==> config.mk <==
export PLATFORM = sky130hd
export DESIGN_NAME = rfs_rx_flow
export DESIGN_NICKNAME = d
export VERILOG_FILES = /design/src/shared/rfs_pkg.sv /design/src/rtl/rfs_rx_flow.sv
export SDC_FILE = /design/constraint.sdc
export NUM_CORES = 1
export LEC_CHECK = 0
export BUFFER_PORTS_ARGS = -buffer_cell sky130_fd_sc_hd__buf_4
export CORE_MARGIN = 2
export CORE_UTILIZATION = 40
export CTS_BUF_LIST = sky130_fd_sc_hd__clkbuf_8
export CTS_CLUSTER_DIAMETER = 120
export DETAILED_ROUTE_END_ITERATION = 10
export PLACE_DENSITY = 0.59
export SYNTH_ARGS = -nofsm -noshare
export SYNTH_HDL_FRONTEND = slang
export SYNTH_SLANG_ARGS = --single-unit
==> constraint.sdc <==
create_clock -name mclk -period 3.35 [get_ports mclk]
set_clock_uncertainty 0.2 [all_clocks]
set_input_delay 0.67 -clock mclk [delete_from_list [all_inputs] [get_ports mclk]]
set_output_delay 0.67 -clock mclk [all_outputs]
set_load 0.01 [all_outputs]
==> src/shared/rfs_pkg.sv <==
`default_nettype none
package rfs_pkg;

  // ****************************************************************
  // Register map, one byte per address.
  // ****************************************************************
  localparam logic [3:0] RFS_ADDR_LEVEL  = 4'h0;  // rx_fifo_level, read only.
  localparam logic [3:0] RFS_ADDR_FLOW   = 4'h1;  // flow_state, read only.
  localparam logic [3:0] RFS_ADDR_ISTAT  = 4'h2;  // interrupt_status_reg, read only.
  localparam logic [3:0] RFS_ADDR_ICLR   = 4'h3;  // Interrupt clear, write only.
  localparam logic [3:0] RFS_ADDR_IEN    = 4'h4;  // Interrupt enable, read and write.
  localparam logic [3:0] RFS_ADDR_CTRL   = 4'h5;  // Flow control setup, read and write.
  localparam logic [3:0] RFS_ADDR_UPPER  = 4'h6;  // upper_fill_threshold.
  localparam logic [3:0] RFS_ADDR_LOWER  = 4'h7;  // lower_fill_threshold.

  // ****************************************************************
  // Field positions.
  // ****************************************************************
  localparam int RFS_CTRL_FIFO_EN   = 0;
  localparam int RFS_CTRL_DEEP      = 1;  // 1 selects the 256-entry mode.
  localparam int RFS_CTRL_AUTO_RTS  = 2;
  localparam int RFS_CTRL_SW_FLOW   = 3;
  localparam int RFS_CTRL_AUTO_CTS  = 4;
  localparam int RFS_FLOW_HW_PAUSE  = 5;
  localparam int RFS_FLOW_SW_PAUSE  = 4;
  localparam int RFS_FLOW_CTS_HOLD  = 1;
  localparam int RFS_ISTAT_CNT_MSB  = 6;
  localparam int RFS_EVT_PAUSE      = 0;
  localparam int RFS_EVT_RESUME     = 1;
  localparam int RFS_EVT_DROP       = 2;
  localparam int RFS_EVT_NUM        = 3;

  // ****************************************************************
  // Depths and reset values.
  // ****************************************************************
  localparam logic [8:0] RFS_DEPTH_SHALLOW = 9'h040;
  localparam logic [8:0] RFS_DEPTH_DEEP    = 9'h100;
  localparam logic [7:0] RFS_CTRL_RST      = 8'h00;
  localparam logic [7:0] RFS_UPPER_RST     = 8'h38;
  localparam logic [7:0] RFS_LOWER_RST     = 8'h08;
  localparam logic [2:0] RFS_IEN_RST       = 3'h0;

  // Register port request.
  typedef struct packed {
    logic [3:0] addr;
    logic [7:0] wdata;
    logic       wr;
    logic       rd;
  } rfs_req_s;

  // Pause state of one flow control method.
  typedef enum logic [0:0] {
    RFS_RUN   = 1'b0,
    RFS_PAUSE = 1'b1
  } rfs_flow_e;

endpackage : rfs_pkg
`default_nettype wire

==> src/rtl/rfs_rx_flow.sv <==
`timescale 1ns/1ps
`default_nettype none
module rfs_rx_flow (
  // Clock and reset.
  input  wire logic            mclk,
  input  wire logic            rst_n,
  // Register port.
  input  wire rfs_pkg::rfs_req_s req,
  output logic [7:0]           rdata,
  // Receive side events.
  input  wire logic            rx_char_stb,
  input  wire logic            rx_char_read,
  // Link flow control.
  input  wire logic            cts_n,
  output logic                 rts_n,
  output logic                 send_stop_stb,
  output logic                 send_resume_stb,
  output logic                 tx_hold,
  // Interrupt.
  output logic                 irq
);
  import rfs_pkg::*;

  // ****************************************************************
  // Storage.
  // ****************************************************************
  logic [7:0]             ctrl_ff;
  logic [7:0]             upper_ff;
  logic [7:0]             lower_ff;
  logic [2:0]             ien_ff;
  logic [2:0]             istat_ff;
  logic [8:0]             count_ff;
  logic [7:0]             rdata_ff;
  rfs_flow_e              hw_ff;
  rfs_flow_e              sw_ff;
  logic                   stop_ff;
  logic                   resume_ff;
  logic [8:0]             nxt_count;
  logic [8:0]             depth;
  logic                   fifo_en;
  logic                   hw_en;
  logic                   sw_en;
  logic                   cts_en;
  logic                   full;
  logic                   push;
  logic                   pop;
  logic                   drop;
  logic                   above;
  logic                   at_or_below;
  logic                   hw_set;
  logic                   hw_clr;
  logic                   sw_set;
  logic                   sw_clr;
  logic [2:0]             events;
  logic [7:0]             flow_view;
  logic [7:0]             level_view;
  logic [7:0]             istat_view;

  // ****************************************************************
  // Mode decode.
  // ****************************************************************

  // Enables from the control register.
  assign fifo_en = ctrl_ff[RFS_CTRL_FIFO_EN];
  assign hw_en   = fifo_en & ctrl_ff[RFS_CTRL_AUTO_RTS];
  assign sw_en   = fifo_en & ctrl_ff[RFS_CTRL_SW_FLOW];
  assign cts_en  = fifo_en & ctrl_ff[RFS_CTRL_AUTO_CTS];
  assign depth   = ctrl_ff[RFS_CTRL_DEEP] ? RFS_DEPTH_DEEP : RFS_DEPTH_SHALLOW;

  // ****************************************************************
  // Occupancy count.
  // ****************************************************************

  // A character is kept only while there is room; otherwise it is lost.
  assign full = (count_ff >= depth);
  assign push = rx_char_stb & ~full;
  assign drop = rx_char_stb & full;
  assign pop  = rx_char_read & (count_ff != 9'h000);

  // Next count with simultaneous store and read.
  always_comb begin
    nxt_count = count_ff;
    if (push && !pop) begin
      nxt_count = count_ff + 9'h001;
    end else if (pop && !push) begin
      nxt_count = count_ff - 9'h001;
    end
  end

  // Count register; a change between the shallow and the deep mode empties it.
  always_ff @(posedge mclk) begin
    if (!rst_n) begin
      count_ff <= 9'h000;
    end else if (req.wr && req.addr == RFS_ADDR_CTRL &&
                 req.wdata[RFS_CTRL_DEEP] != ctrl_ff[RFS_CTRL_DEEP]) begin
      count_ff <= 9'h000;
    end else begin
      count_ff <= nxt_count;
    end
  end

  // ****************************************************************
  // Threshold comparison with hysteresis.
  // ****************************************************************
  assign above       = (count_ff > {1'b0, upper_ff});
  assign at_or_below = (count_ff <= {1'b0, lower_ff});

  assign hw_set = hw_en & (hw_ff == RFS_RUN) & above;
  assign hw_clr = hw_en & (hw_ff == RFS_PAUSE) & at_or_below;
  assign sw_set = sw_en & (sw_ff == RFS_RUN) & above;
  assign sw_clr = sw_en & (sw_ff == RFS_PAUSE) & at_or_below;

  // Hardware pause state drives the request-to-send line.
  always_ff @(posedge mclk) begin
    if (!rst_n) begin
      hw_ff <= RFS_RUN;
    end else begin
      case (hw_ff)
        RFS_RUN: begin
          if (hw_set) begin
            hw_ff <= RFS_PAUSE;
          end
        end
        RFS_PAUSE: begin
          if (!hw_en || hw_clr) begin
            hw_ff <= RFS_RUN;
          end
        end
        default: begin
          hw_ff <= RFS_RUN;
        end
      endcase
    end
  end

  // Software pause state emits stop and resume character requests.
  always_ff @(posedge mclk) begin
    if (!rst_n) begin
      sw_ff <= RFS_RUN;
    end else begin
      case (sw_ff)
        RFS_RUN: begin
          if (sw_set) begin
            sw_ff <= RFS_PAUSE;
          end
        end
        RFS_PAUSE: begin
          if (!sw_en || sw_clr) begin
            sw_ff <= RFS_RUN;
          end
        end
        default: begin
          sw_ff <= RFS_RUN;
        end
      endcase
    end
  end

  // One-cycle requests to the transmitter for stop and resume characters.
  always_ff @(posedge mclk) begin
    if (!rst_n) begin
      stop_ff   <= 1'b0;
      resume_ff <= 1'b0;
    end else begin
      stop_ff   <= sw_set;
      resume_ff <= sw_clr;
    end
  end

  assign send_stop_stb   = stop_ff;
  assign send_resume_stb = resume_ff;
  assign rts_n           = hw_en & (hw_ff == RFS_PAUSE);
  assign tx_hold         = cts_en & cts_n;

  // ****************************************************************
  // Configuration registers.
  // ****************************************************************

  // Writable registers.
  always_ff @(posedge mclk) begin
    if (!rst_n) begin
      ctrl_ff  <= RFS_CTRL_RST;
      upper_ff <= RFS_UPPER_RST;
      lower_ff <= RFS_LOWER_RST;
      ien_ff   <= RFS_IEN_RST;
    end else if (req.wr) begin
      case (req.addr)
        RFS_ADDR_CTRL:  ctrl_ff  <= {3'h0, req.wdata[4:0]};
        RFS_ADDR_UPPER: upper_ff <= req.wdata;
        RFS_ADDR_LOWER: lower_ff <= req.wdata;
        RFS_ADDR_IEN:   ien_ff   <= req.wdata[2:0];
        default:        ctrl_ff  <= ctrl_ff;
      endcase
    end
  end

  // ****************************************************************
  // Interrupts.
  // ****************************************************************
  assign events[RFS_EVT_PAUSE]  = hw_set | sw_set;
  assign events[RFS_EVT_RESUME] = hw_clr | sw_clr;
  assign events[RFS_EVT_DROP]   = drop;

  // Sticky bits; an event in the clearing cycle wins over the clear.
  generate
    for (genvar i = 0; i < RFS_EVT_NUM; i++) begin : g_evt
      always_ff @(posedge mclk) begin
        if (!rst_n) begin
          istat_ff[i] <= 1'b0;
        end else if (events[i]) begin
          istat_ff[i] <= 1'b1;
        end else if (req.wr && req.addr == RFS_ADDR_ICLR && req.wdata[i]) begin
          istat_ff[i] <= 1'b0;
        end
      end
    end
  endgenerate

  assign irq = |(istat_ff & ien_ff);

  // ****************************************************************
  // Read views.
  // ****************************************************************

  // Level shows seven bits in the shallow mode, eight in the deep mode.
  assign level_view = ctrl_ff[RFS_CTRL_DEEP] ? count_ff[7:0]
                                             : {1'b0, count_ff[6:0]};

  // Flow status; unused pairs stay zero.
  always_comb begin
    flow_view = 8'h00;
    flow_view[RFS_FLOW_HW_PAUSE] = hw_en & (hw_ff == RFS_PAUSE);
    flow_view[RFS_FLOW_SW_PAUSE] = sw_en & (sw_ff == RFS_PAUSE);
    flow_view[RFS_FLOW_CTS_HOLD] = cts_en & cts_n;
  end

  // Interrupt status carries the ninth count bit in the deep mode.
  always_comb begin
    istat_view = {5'h00, istat_ff};
    istat_view[RFS_ISTAT_CNT_MSB] = ctrl_ff[RFS_CTRL_DEEP] & count_ff[8];
  end

  // Read data stand in the cycle after the strobe only.
  always_ff @(posedge mclk) begin
    if (!rst_n) begin
      rdata_ff <= 8'h00;
    end else if (req.rd) begin
      case (req.addr)
        RFS_ADDR_LEVEL: rdata_ff <= level_view;
        RFS_ADDR_FLOW:  rdata_ff <= flow_view;
        RFS_ADDR_ISTAT: rdata_ff <= istat_view;
        RFS_ADDR_IEN:   rdata_ff <= {5'h00, ien_ff};
        RFS_ADDR_CTRL:  rdata_ff <= ctrl_ff;
        RFS_ADDR_UPPER: rdata_ff <= upper_ff;
        RFS_ADDR_LOWER: rdata_ff <= lower_ff;
        default:        rdata_ff <= 8'h00;
      endcase
    end else begin
      rdata_ff <= 8'h00;
    end
  end

  assign rdata = rdata_ff;

endmodule : rfs_rx_flow
`default_nettype wire

==> reports/summary.txt, run 1 <==
Max Fclk - 318 MHz
# H-tree levels - 2
CTS clk-pin slew, worst paths - 90 ps
Chip Height - 90.0 um
Worst min-delay path class - flip-flop to flip-flop
Detailed Place HPWL - 6040 um
MaxCap Viol Count - 0
Yosys cell types - 58
Peak supply drop - 213 uV
First-pass GRT wire length - 12600 um
Root buf cell - clkbuf_8
Final setup TNS - 0 ps
Yosys reg bits - 48
Die area - 8110 sq um
CP max FO - 5
Vias in the first global route - 2459
Vias/cell - 5.41
Avg Cell Area, Syn - 8.46 sq um
Max Slew Vio Count - 0
RSZ-0062 raised after global routing - no
Top-count cell post-synth - dfxtp_1
Hold path endpoint - lower_ff[6]
Dominant cell type by area after synthesis - dfxtp_1
Post-Route WL - 7810 um
Worst hold path startpoint - lower_ff[6]
1st-pass router iterations - 4
Area delta synth->final - 18.3%
Width of the die - 90.0 um
Mapped Cells - 350
# clock sinks - 48
Startpoint Class - flip-flop
Finished Cell Area - 3500 sq um
Worst Path Required - 3350 ps
CP Capture Type - flip-flop
Non-Filler Instances - 488
Worst reg-to-reg setup slack - 200 ps
Asr flop ratio synth - 0
Final hold vios - 0
Layout cells sized above 1 - 0.183
Total grt overflow - 0
WHS Path Cells - 2
Routed len/inst - 16.0 um
Reg2reg end - count_ff[7]
R2r startpoint - ctrl_ff[1]
Most frequent cells after synthesis - dfxtp_1 (48), nand2_1 (34), ha_1 (27)
Row cnt - 31
Final setup vio count - 0
Placed insts - 480
Slew @ Worst Pin - 698 ps
Yosys warnings - 0
ANT cells - 0
Initial Util - 0.410
Syn nets - 397
TritonCTS clock tree - built
Max_slew headroom - 0.532
Post-synth EDFFs - 0
Leak - 1.42 nW
Pwr dens - 579 nW/um^2
Synth top area share - 0.325
Status - finished, final reports clean
TritonCTS buffer count - 5
Max Root-Sink Buffers - 2
First DRT Iteration DRCs - 132
Final #Nets - 435
Period minus WS final - 3150 ps
Final worst-path cycle share - 0.940
Power Total - 2.03 mW
Filler cells - 741
Placed inst area - 3360 sq um
Largest net degree at the start of global routing - 35
Port Buffers - 31
Vias - 2642
Synth top area cells - dfxtp_1 (32%), ha_1 (11%), mux2i_1 (5.4%), nand2_1 (4.3%), o21ai_0 (3.9%)
CORE AREA - 7210 sq um
Initial antenna violation count - 0
Antenna Violating Nets Remaining - 0
IO Pins - 32
Worst-skew pair later-pin latency - 310 ps
Arrival time worst endpoint - 3150 ps
Top FF cell, synth - dfxtp_1
Tot GR Track Use - 0.195
Register area share after synthesis - 0.325
GPL Wtd Cong - 0.912
DRC viols - 0
Final core utilization - 0.485
FF-to-FF path depth - 14
Setup CP Type - flip-flop to flip-flop
Mapped Area - 2960 sq um
[metrics by stage]
stage,hold WS (ps),setup WS [ps]
after floorplan,260,145
after global placement,283,126
after detailed placement,292,36.4
after CTS,306,14.0
after global routing,329,9.32
final,302,203
[where the power goes]
part	switching, mW	internal, mW	total (mW)
Combinational	0.544	0.461	1.00
Clock	0.208	0.167	0.375
Sequential	0.0310	0.617	0.648
Total	0.782	1.24	2.03
[critical path, cell delays in order, from the launching register on]
cell and delay [ps]:
dfxtp_1 340, inv_1 60, ha_1 280, nand3_1 70, nand3b_1 80, a21oi_1 180, and2_1 160, ha_2 210
inv_2 90, ha_4 230, and2_1 160, a221o_1 360, o211ai_2 180, a2111oi_0 110, a311o_1 330
[worst max path at each step]
| stage | start | to | slack, ps |
|---|---|---|---|
| 3_5_place_dp | count_ff[2] | count_ff[7] | 40 |
| 6_report | ctrl_ff[1] | count_ff[7] | 200 |
| 5_1_grt | ctrl_ff[1] | count_ff[8] | 9 |
| 2_1_floorplan | ctrl_ff[1] | count_ff[7] | 140 |
| 4_1_cts | count_ff[2] | count_ff[7] | 10 |
| 3_3_place_gp | count_ff[2] | count_ff[7] | 130 |
[what timing repair did]
item,CTS,global route
gates resized for setup,0,7
buffers inserted,0,0
endpoints found under the setup margin,0,5
hold buffers,0,0
[metal layers]
metal	track usage	wire [um]	up-vias
met5	0	0	-
met4	0.0628	119	0
met3	0.0293	347	10
met2	0.305	3500	52
met1	0.275	3840	1253
li1	-	-	1327
[state kept, by name (all words and copies together), names as in the netlist]
| signal | cells |
|---|---|
| rdata | 8 |
| lower_ff | 8 |
| ctrl_ff | 5 |
| istat_ff | 3 |
| send_stop_stb | 1 |
| upper_ff | 8 |
| send_resume_stb | 1 |
| hw_ff | 1 |
| count_ff | 9 |
| sw_ff | 1 |
| ien_ff | 3 |
[cells by family after synthesis]
kind of cell	share of synthesized area
buf+inv	0.0533
compound gates	0.223
mux	0.0617
flops	0.325
fa+ha+maj	0.121
xor+xnor	0.00888
simple gates	0.208
[cell type report]
type	count	area, sq um	share of cell area
well taps	99	124	0.0354
clock buffers	6	82.6	0.0236
repair buffers	45	338	0.0965
flip-flops and latches	48	961	0.274
clock inverters	2	15.0	0.00429
inverters	25	93.8	0.0268
multi-input cells	263	1890	0.539
[placed cells by master (no fill, tap or decap), types with 4 or more instances in the layout]
| cell | netlist | final |
|---|---|---|
| dfxtp_1 | 48 | 48 |
| buf_4 | 2 | 45 |
| nand2_1 | 34 | 34 |
| nor2_1 | 25 | 25 |
| ha_1 | 27 | 24 |
| inv_1 | 24 | 23 |
| o21ai_0 | 23 | 23 |
| a21oi_1 | 19 | 19 |
| nor2b_1 | 16 | 16 |
| mux2i_1 | 16 | 16 |
| a21boi_0 | 13 | 13 |
| nand3_1 | 8 | 8 |
| and3_1 | 8 | 8 |
| a211oi_1 | 6 | 6 |
| clkbuf_8 | 0 | 6 |
| o211ai_1 | 5 | 5 |
| and2_1 | 4 | 4 |
No activity file was read; power rests on OpenSTA's default activity.
==> run 2, diff against run 1 <==
--- a/config.mk
+++ b/config.mk
@@ -10,8 +10,11 @@
 export CORE_UTILIZATION = 40
 export CTS_BUF_LIST = sky130_fd_sc_hd__clkbuf_8
 export CTS_CLUSTER_DIAMETER = 120
+export CTS_CLUSTER_SIZE = 14
 export DETAILED_ROUTE_END_ITERATION = 10
 export PLACE_DENSITY = 0.59
+export RECOVER_POWER = 25
+export SLEW_MARGIN = 25
 export SYNTH_ARGS = -nofsm -noshare
 export SYNTH_HDL_FRONTEND = slang
 export SYNTH_SLANG_ARGS = --single-unit
==> run 2 against run 1 <==
Effect of this change:
- sequential cell count stayed put
- register-to-register slack hardly changed
- final area is 1.3% lower
- sequential share of layout area is 0.37 points higher
- core utilization is 0.64 points lower
- critical path depth stayed put
- fmax is 0.22% lower
- combinational power hardly changed
- clock power hardly changed
- setup slack worse by 6.9 ps
- count of clock-buffer cells in the layout stayed put
- critical path type unchanged
==> reports/summary.txt, run 2 (synthesis results as in run 1) <==
Area delta synth->final - 16.7%
Initial antenna violation count - 0
R2r startpoint - ctrl_ff[1]
Worst-skew pair later-pin latency - 310 ps
Reg2reg end - count_ff[7]
CP Capture Type - flip-flop
TritonCTS clock tree - built
Largest register by flop count - count_ff
Arrival time worst endpoint - 3160 ps
Register area - 961 sq um
Status - finished, final reports clean
Startpoint Class - flip-flop
IO Pins - 32
ANT cells - 0
GPL Wtd Cong - 0.912
Post-Route WL - 7800 um
Tot GR Track Use - 0.195
Leak - 1.37 nW
Slew @ Worst Pin - 956 ps
First-pass GRT wire length - 12600 um
Final #Nets - 435
Filler cells - 758
Worst min-delay path class - flip-flop to flip-flop
RSZ-0062 raised after global routing - no
Vias/cell - 5.43
Worst Path Required - 3350 ps
Clock power frac - 0.184
Vias in the first global route - 2459
Post-CTS Setup Bufs - 0
Max_slew headroom - 0.362
DRC viols - 0
Critical Path Source - ctrl_ff[1]
Comb power frac - 0.496
Max Root-Sink Buffers - 2
Setup CP Type - flip-flop to flip-flop
Commonest non-fill, non-tap cell in the layout - dfxtp_1
Pint - 1.24 mW
Peak supply drop - 214 uV
Total grt overflow - 0
Width of the die - 90.0 um
Final setup vio count - 0
Detailed Place HPWL - 6040 um
Largest register FFs - 9
First DRT Iteration DRCs - 105
Row cnt - 31
Port Buffers - 31
Antenna Violating Nets Remaining - 0
CTS clk-pin slew, worst paths - 90 ps
Worst reg-to-reg setup slack - 200 ps
CP max FO - 5
Worst hold path startpoint - lower_ff[6]
Psw - 777 uW
1st-pass router iterations - 4
Max Fclk - 317 MHz
MaxCap Viol Count - 0
Multi-input gate area - 1880 sq um
End of the critical path - count_ff[7]
# clock sinks - 48
Most frequent cells in the layout - dfxtp_1 (48), nand2_1 (34), buf_4 (34)
Max Slew Vio Count - 0
TritonCTS buffer count - 5
CORE AREA - 7210 sq um
Largest net degree at the start of global routing - 35
Layout cells sized above 1 - 0.152
FF-to-FF path depth - 14
Vias - 2650
Initial Util - 0.410
Final setup TNS - 0 ps
Period minus WS final - 3150 ps
Final worst-path cycle share - 0.942
Switching share of power - 0.384
WHS - 301 ps
# H-tree levels - 2
Pwr dens - 585 nW/um^2
Seq pwr share - 0.320
Routed len/inst - 16.0 um
Die area - 8110 sq um
Root buf cell - clkbuf_8
WHS Path Cells - 2
Final hold vios - 0
Chip Height - 90.0 um
run 2: cell type report:
class	instances	area share
timing repair buffer	45	0.0858
multi-input combinational	263	0.545
clock inverter	2	0.00434
sequential	48	0.278
tap	99	0.0358
clock buffer	6	0.0239
inverter	25	0.0272
run 2: timing repair:
action | 4_1_cts | 5_1_grt
gates resized for setup | 0 | 7
setup endpoints to repair | 0 | 5
hold buffers | 0 | 0
run 2: worst min-delay path by stage:
stage / to
5_1_grt: lower_ff[6]
3_5_place_dp: ctrl_ff[3]
6_report: lower_ff[6]
2_1_floorplan: istat_ff[2]
3_3_place_gp: lower_ff[1]
4_1_cts: ctrl_ff[3]
run 2: critical path, stage by stage (launching register included):
cell	delay (ps)
dfxtp_1	340
inv_1	60
ha_1	280
nand3_1	70
nand3b_1	80
a21oi_1	180
and2_1	160
ha_2	210
inv_2	90
ha_4	240
and2_1	160
a221o_1	360
o211ai_2	180
a2111oi_0	120
a311o_1	330
run 2: power groups by stage:
stage	Sequential [mW]	Clock, mW	Combinational [mW]
floorplan	0.678	0	0.662
global placement	0.657	0	0.938
detailed placement	0.657	0	0.947
CTS	0.644	0.386	0.954
global route	0.653	0.409	1.13
finish	0.648	0.372	1.00
run 2: routing by layer:
layer | routed length [um] | vias up | GRT usage
met2 | 3500 | 57 | 0.305
li1 | - | 1329 | -
met4 | 124 | 0 | 0.0628
met5 | 0 | - | 0
met3 | 338 | 10 | 0.0293
met1 | 3840 | 1254 | 0.275
run 2: through the flow:
stage          area, sq um  setup WS, ps  std cells  total power [mW]  utilization
6_report              3460           196        488              2.02        0.479
2_1_floorplan         2960           145        350              1.34            -
3_3_place_gp          3360           126        480              1.59        0.465
3_5_place_dp          3360          36.4        480              1.60        0.465
4_1_cts               3460          14.0        488              1.98        0.479
5_1_grt               3460          9.32        488              2.19        0.479
==> run 3, diff against run 2 <==
--- a/config.mk
+++ b/config.mk
@@ -5,6 +5,7 @@
 export SDC_FILE = /design/constraint.sdc
 export NUM_CORES = 1
 export LEC_CHECK = 0
+export ABC_AREA = 1
 export BUFFER_PORTS_ARGS = -buffer_cell sky130_fd_sc_hd__buf_4
 export CORE_MARGIN = 2
 export CORE_UTILIZATION = 40
@@ -14,6 +15,7 @@
 export DETAILED_ROUTE_END_ITERATION = 10
 export PLACE_DENSITY = 0.59
 export RECOVER_POWER = 25
+export SETUP_SLACK_MARGIN = 0.05
 export SLEW_MARGIN = 25
 export SYNTH_ARGS = -nofsm -noshare
 export SYNTH_HDL_FRONTEND = slang
==> run 3 against run 2 <==
Effect of this change:
- setup slack better by 180 ps
- cell count up 8.8%
- first-iteration DRC count up 92%
- final area down 5.9%
- synthesized cell count up 14%
- global-route usage up 0.83 points
- critical path type unchanged
- largest power group unchanged
==> reports/summary.txt, run 3 <==
Syn nets - 446
Top FF cell, synth - dfxtp_1
Mapped Area - 2880 sq um
DRC viols - 0
Filler cells - 740
First DRT Iteration DRCs - 202
Pwr dens - 647 nW/um^2
Vias - 2699
Synth top area cells - dfxtp_1 (33%), ha_1 (12%), nand2_1 (8.7%), inv_1 (8.6%), a21oi_1 (7.7%)
Largest register FFs - 9
Vias in the first global route - 2527
MaxCap Viol Count - 0
Hold path endpoint - count_ff[0]
First-pass GRT wire length - 12200 um
Die area - 7890 sq um
Commonest non-fill, non-tap cell in the layout - nand2_1
1st-pass router iterations - 4
Detailed Place HPWL - 5900 um
Largest net degree at the start of global routing - 27
Largest register by flop count - count_ff
WHS - 289 ps
Final hold vios - 0
Port Buffers - 31
GPL Wtd Cong - 0.859
Asr flop ratio synth - 0
Critical Path Source - ctrl_ff[1]
Max Slew Vio Count - 0
Initial Util - 0.419
Chip Height - 88.8 um
Layout cells sized above 1 - 0.108
Final setup TNS - 0 ps
Slew @ Worst Pin - 620 ps
Peak supply drop - 215 uV
Final #Nets - 481
Worst-skew pair later-pin latency - 310 ps
Yosys reg bits - 48
IO Pins - 32
WHS Path Cells - 2
Synth top area share - 0.334
ANT cells - 0
Placed inst area - 3210 sq um
Register area share after synthesis - 0.334
RSZ-0062 raised after global routing - no
Yosys cell types - 37
TritonCTS buffer count - 5
Max_slew headroom - 0.585
Worst Path Required - 3370 ps
Total grt overflow - 0
Most frequent cells after synthesis - nand2_1 (67), inv_1 (66), dfxtp_1 (48)
Final setup vio count - 0
Initial antenna violation count - 0
Worst min-delay path class - flip-flop to flip-flop
Most frequent cells in the layout - nand2_1 (68), inv_1 (65), dfxtp_1 (48)
Antenna Violating Nets Remaining - 0
# clock sinks - 48
Max Root-Sink Buffers - 2
Width of the die - 88.8 um
TritonCTS clock tree - built
Arrival time worst endpoint - 2990 ps
FF-to-FF path depth - 18
Row cnt - 30
CTS Hold Bufs - 0
Routed len/inst - 14.3 um
CP Capture Type - flip-flop
Mapped Cells - 399
Worst reg-to-reg setup slack - 380 ps
Post-synth EDFFs - 0
Dominant cell type by area after synthesis - dfxtp_1
Yosys warnings - 0
Final worst-path cycle share - 0.887
Leak - 1.50 nW
Tot GR Track Use - 0.203
Max Fclk - 337 MHz
R2r startpoint - ctrl_ff[1]
Period minus WS final - 2970 ps
Reg2reg end - count_ff[5]
Vias/cell - 5.08
Avg Cell Area, Syn - 7.21 sq um
Power Total - 2.10 mW
Top-count cell post-synth - nand2_1
Status - finished, final reports clean
Setup CP Type - flip-flop to flip-flop
CTS clk-pin slew, worst paths - 100 ps
Root buf cell - clkbuf_8
# H-tree levels - 2
CORE AREA - 6870 sq um
Post-CTS Setup Bufs - 0
Area delta synth->final - 13.0%
Finished Cell Area - 3250 sq um
Worst hold path startpoint - count_ff[0]
CP max FO - 7
Post-Route WL - 7570 um
Startpoint Class - flip-flop
run 3: cell types whose count changed after synthesis, moves of 4 or more:
cell and delta:
nor2b_1 -16, a21oi_1 +25, o211ai_1 -4, o21ai_0 +9
and2_1 -4, inv_1 +42, mux2i_1 -16, nand2_1 +33
clkbuf_1 -7, nor2_1 +7, a21boi_0 -13, nand3_1 +12
o22ai_1 +12, and3_1 -7
run 3: worst max-delay path: stages, from the launching register on:
cell and delay, ps:
dfxtp_1 390, inv_1 100, ha_1 330, nand2_1 80, nor2_1 40, a211oi_1 160, nand2_1 100, nor2_1 110
ha_2 230, inv_2 90, ha_1 340, a21oi_1 150, nand2_1 120, a21oi_2 160, nor2_1 60, nor2_1 80
nand2_1 50, nand2_1 50, inv_1 30
run 3: area by class of cell:
| class | instances | area, sq um | share of cell area |
|---|---|---|---|
| flip-flops and latches | 48 | 961 | 0.295 |
| inverters | 69 | 259 | 0.0796 |
| multi-input cells | 278 | 1610 | 0.495 |
| clock inverters | 2 | 15.0 | 0.00462 |
| clock buffers | 6 | 82.6 | 0.0254 |
| well taps | 96 | 120 | 0.0369 |
| repair buffers | 32 | 206 | 0.0635 |
run 3: how the worst max path moves through the flow:
stage	slack, ps	cells after the start	endpoint
floorplan	540	18	count_ff[5]
global placement	370	18	count_ff[5]
detailed placement	300	18	count_ff[5]
CTS	290	18	count_ff[5]
global route	70	18	count_ff[5]
finish	380	18	count_ff[5]
run 3: stage by stage:
stage                      util  std cells  setup slack, ps
after global placement    0.468        523              373
after floorplan               -        399              539
after CTS                 0.482        531              286
after detailed placement  0.468        523              304
final                     0.474        531              379
after global routing      0.474        531             65.7
run 3: what timing repair did:
action,4_1_cts,5_1_grt
resized for setup,0,3
setup endpoints to repair,0,3
endpoints found under the hold margin,0,0
run 3: power breakdown:
part           switching [mW]  total [mW]  internal (mW)
Sequential             0.0610       0.686          0.625
Combinational           0.635        1.04          0.403
Clock                   0.212       0.380          0.168
run 3: kinds of logic (layout without fill, tap and decap cells):
group                    Yosys count  count (layout)  synth area share
AO/OA/AOI/OAI                    101             101             0.192
XOR/XNOR                           5               5            0.0152
adder cells (fa/ha/maj)           28              28             0.124
buffers and inverters             73             109            0.0983
flip-flops                        48              48             0.334
AND/OR/NAND/NOR                  144             144             0.237
run 3: routing by layer:
layer,GRT usage,vias up,part of all wire
li1,-,1394,-
met1,0.287,1220,0.49
met2,0.319,76,0.43
met3,0.0299,9,0.062
met4,0.0634,0,0.016
met5,0,-,0
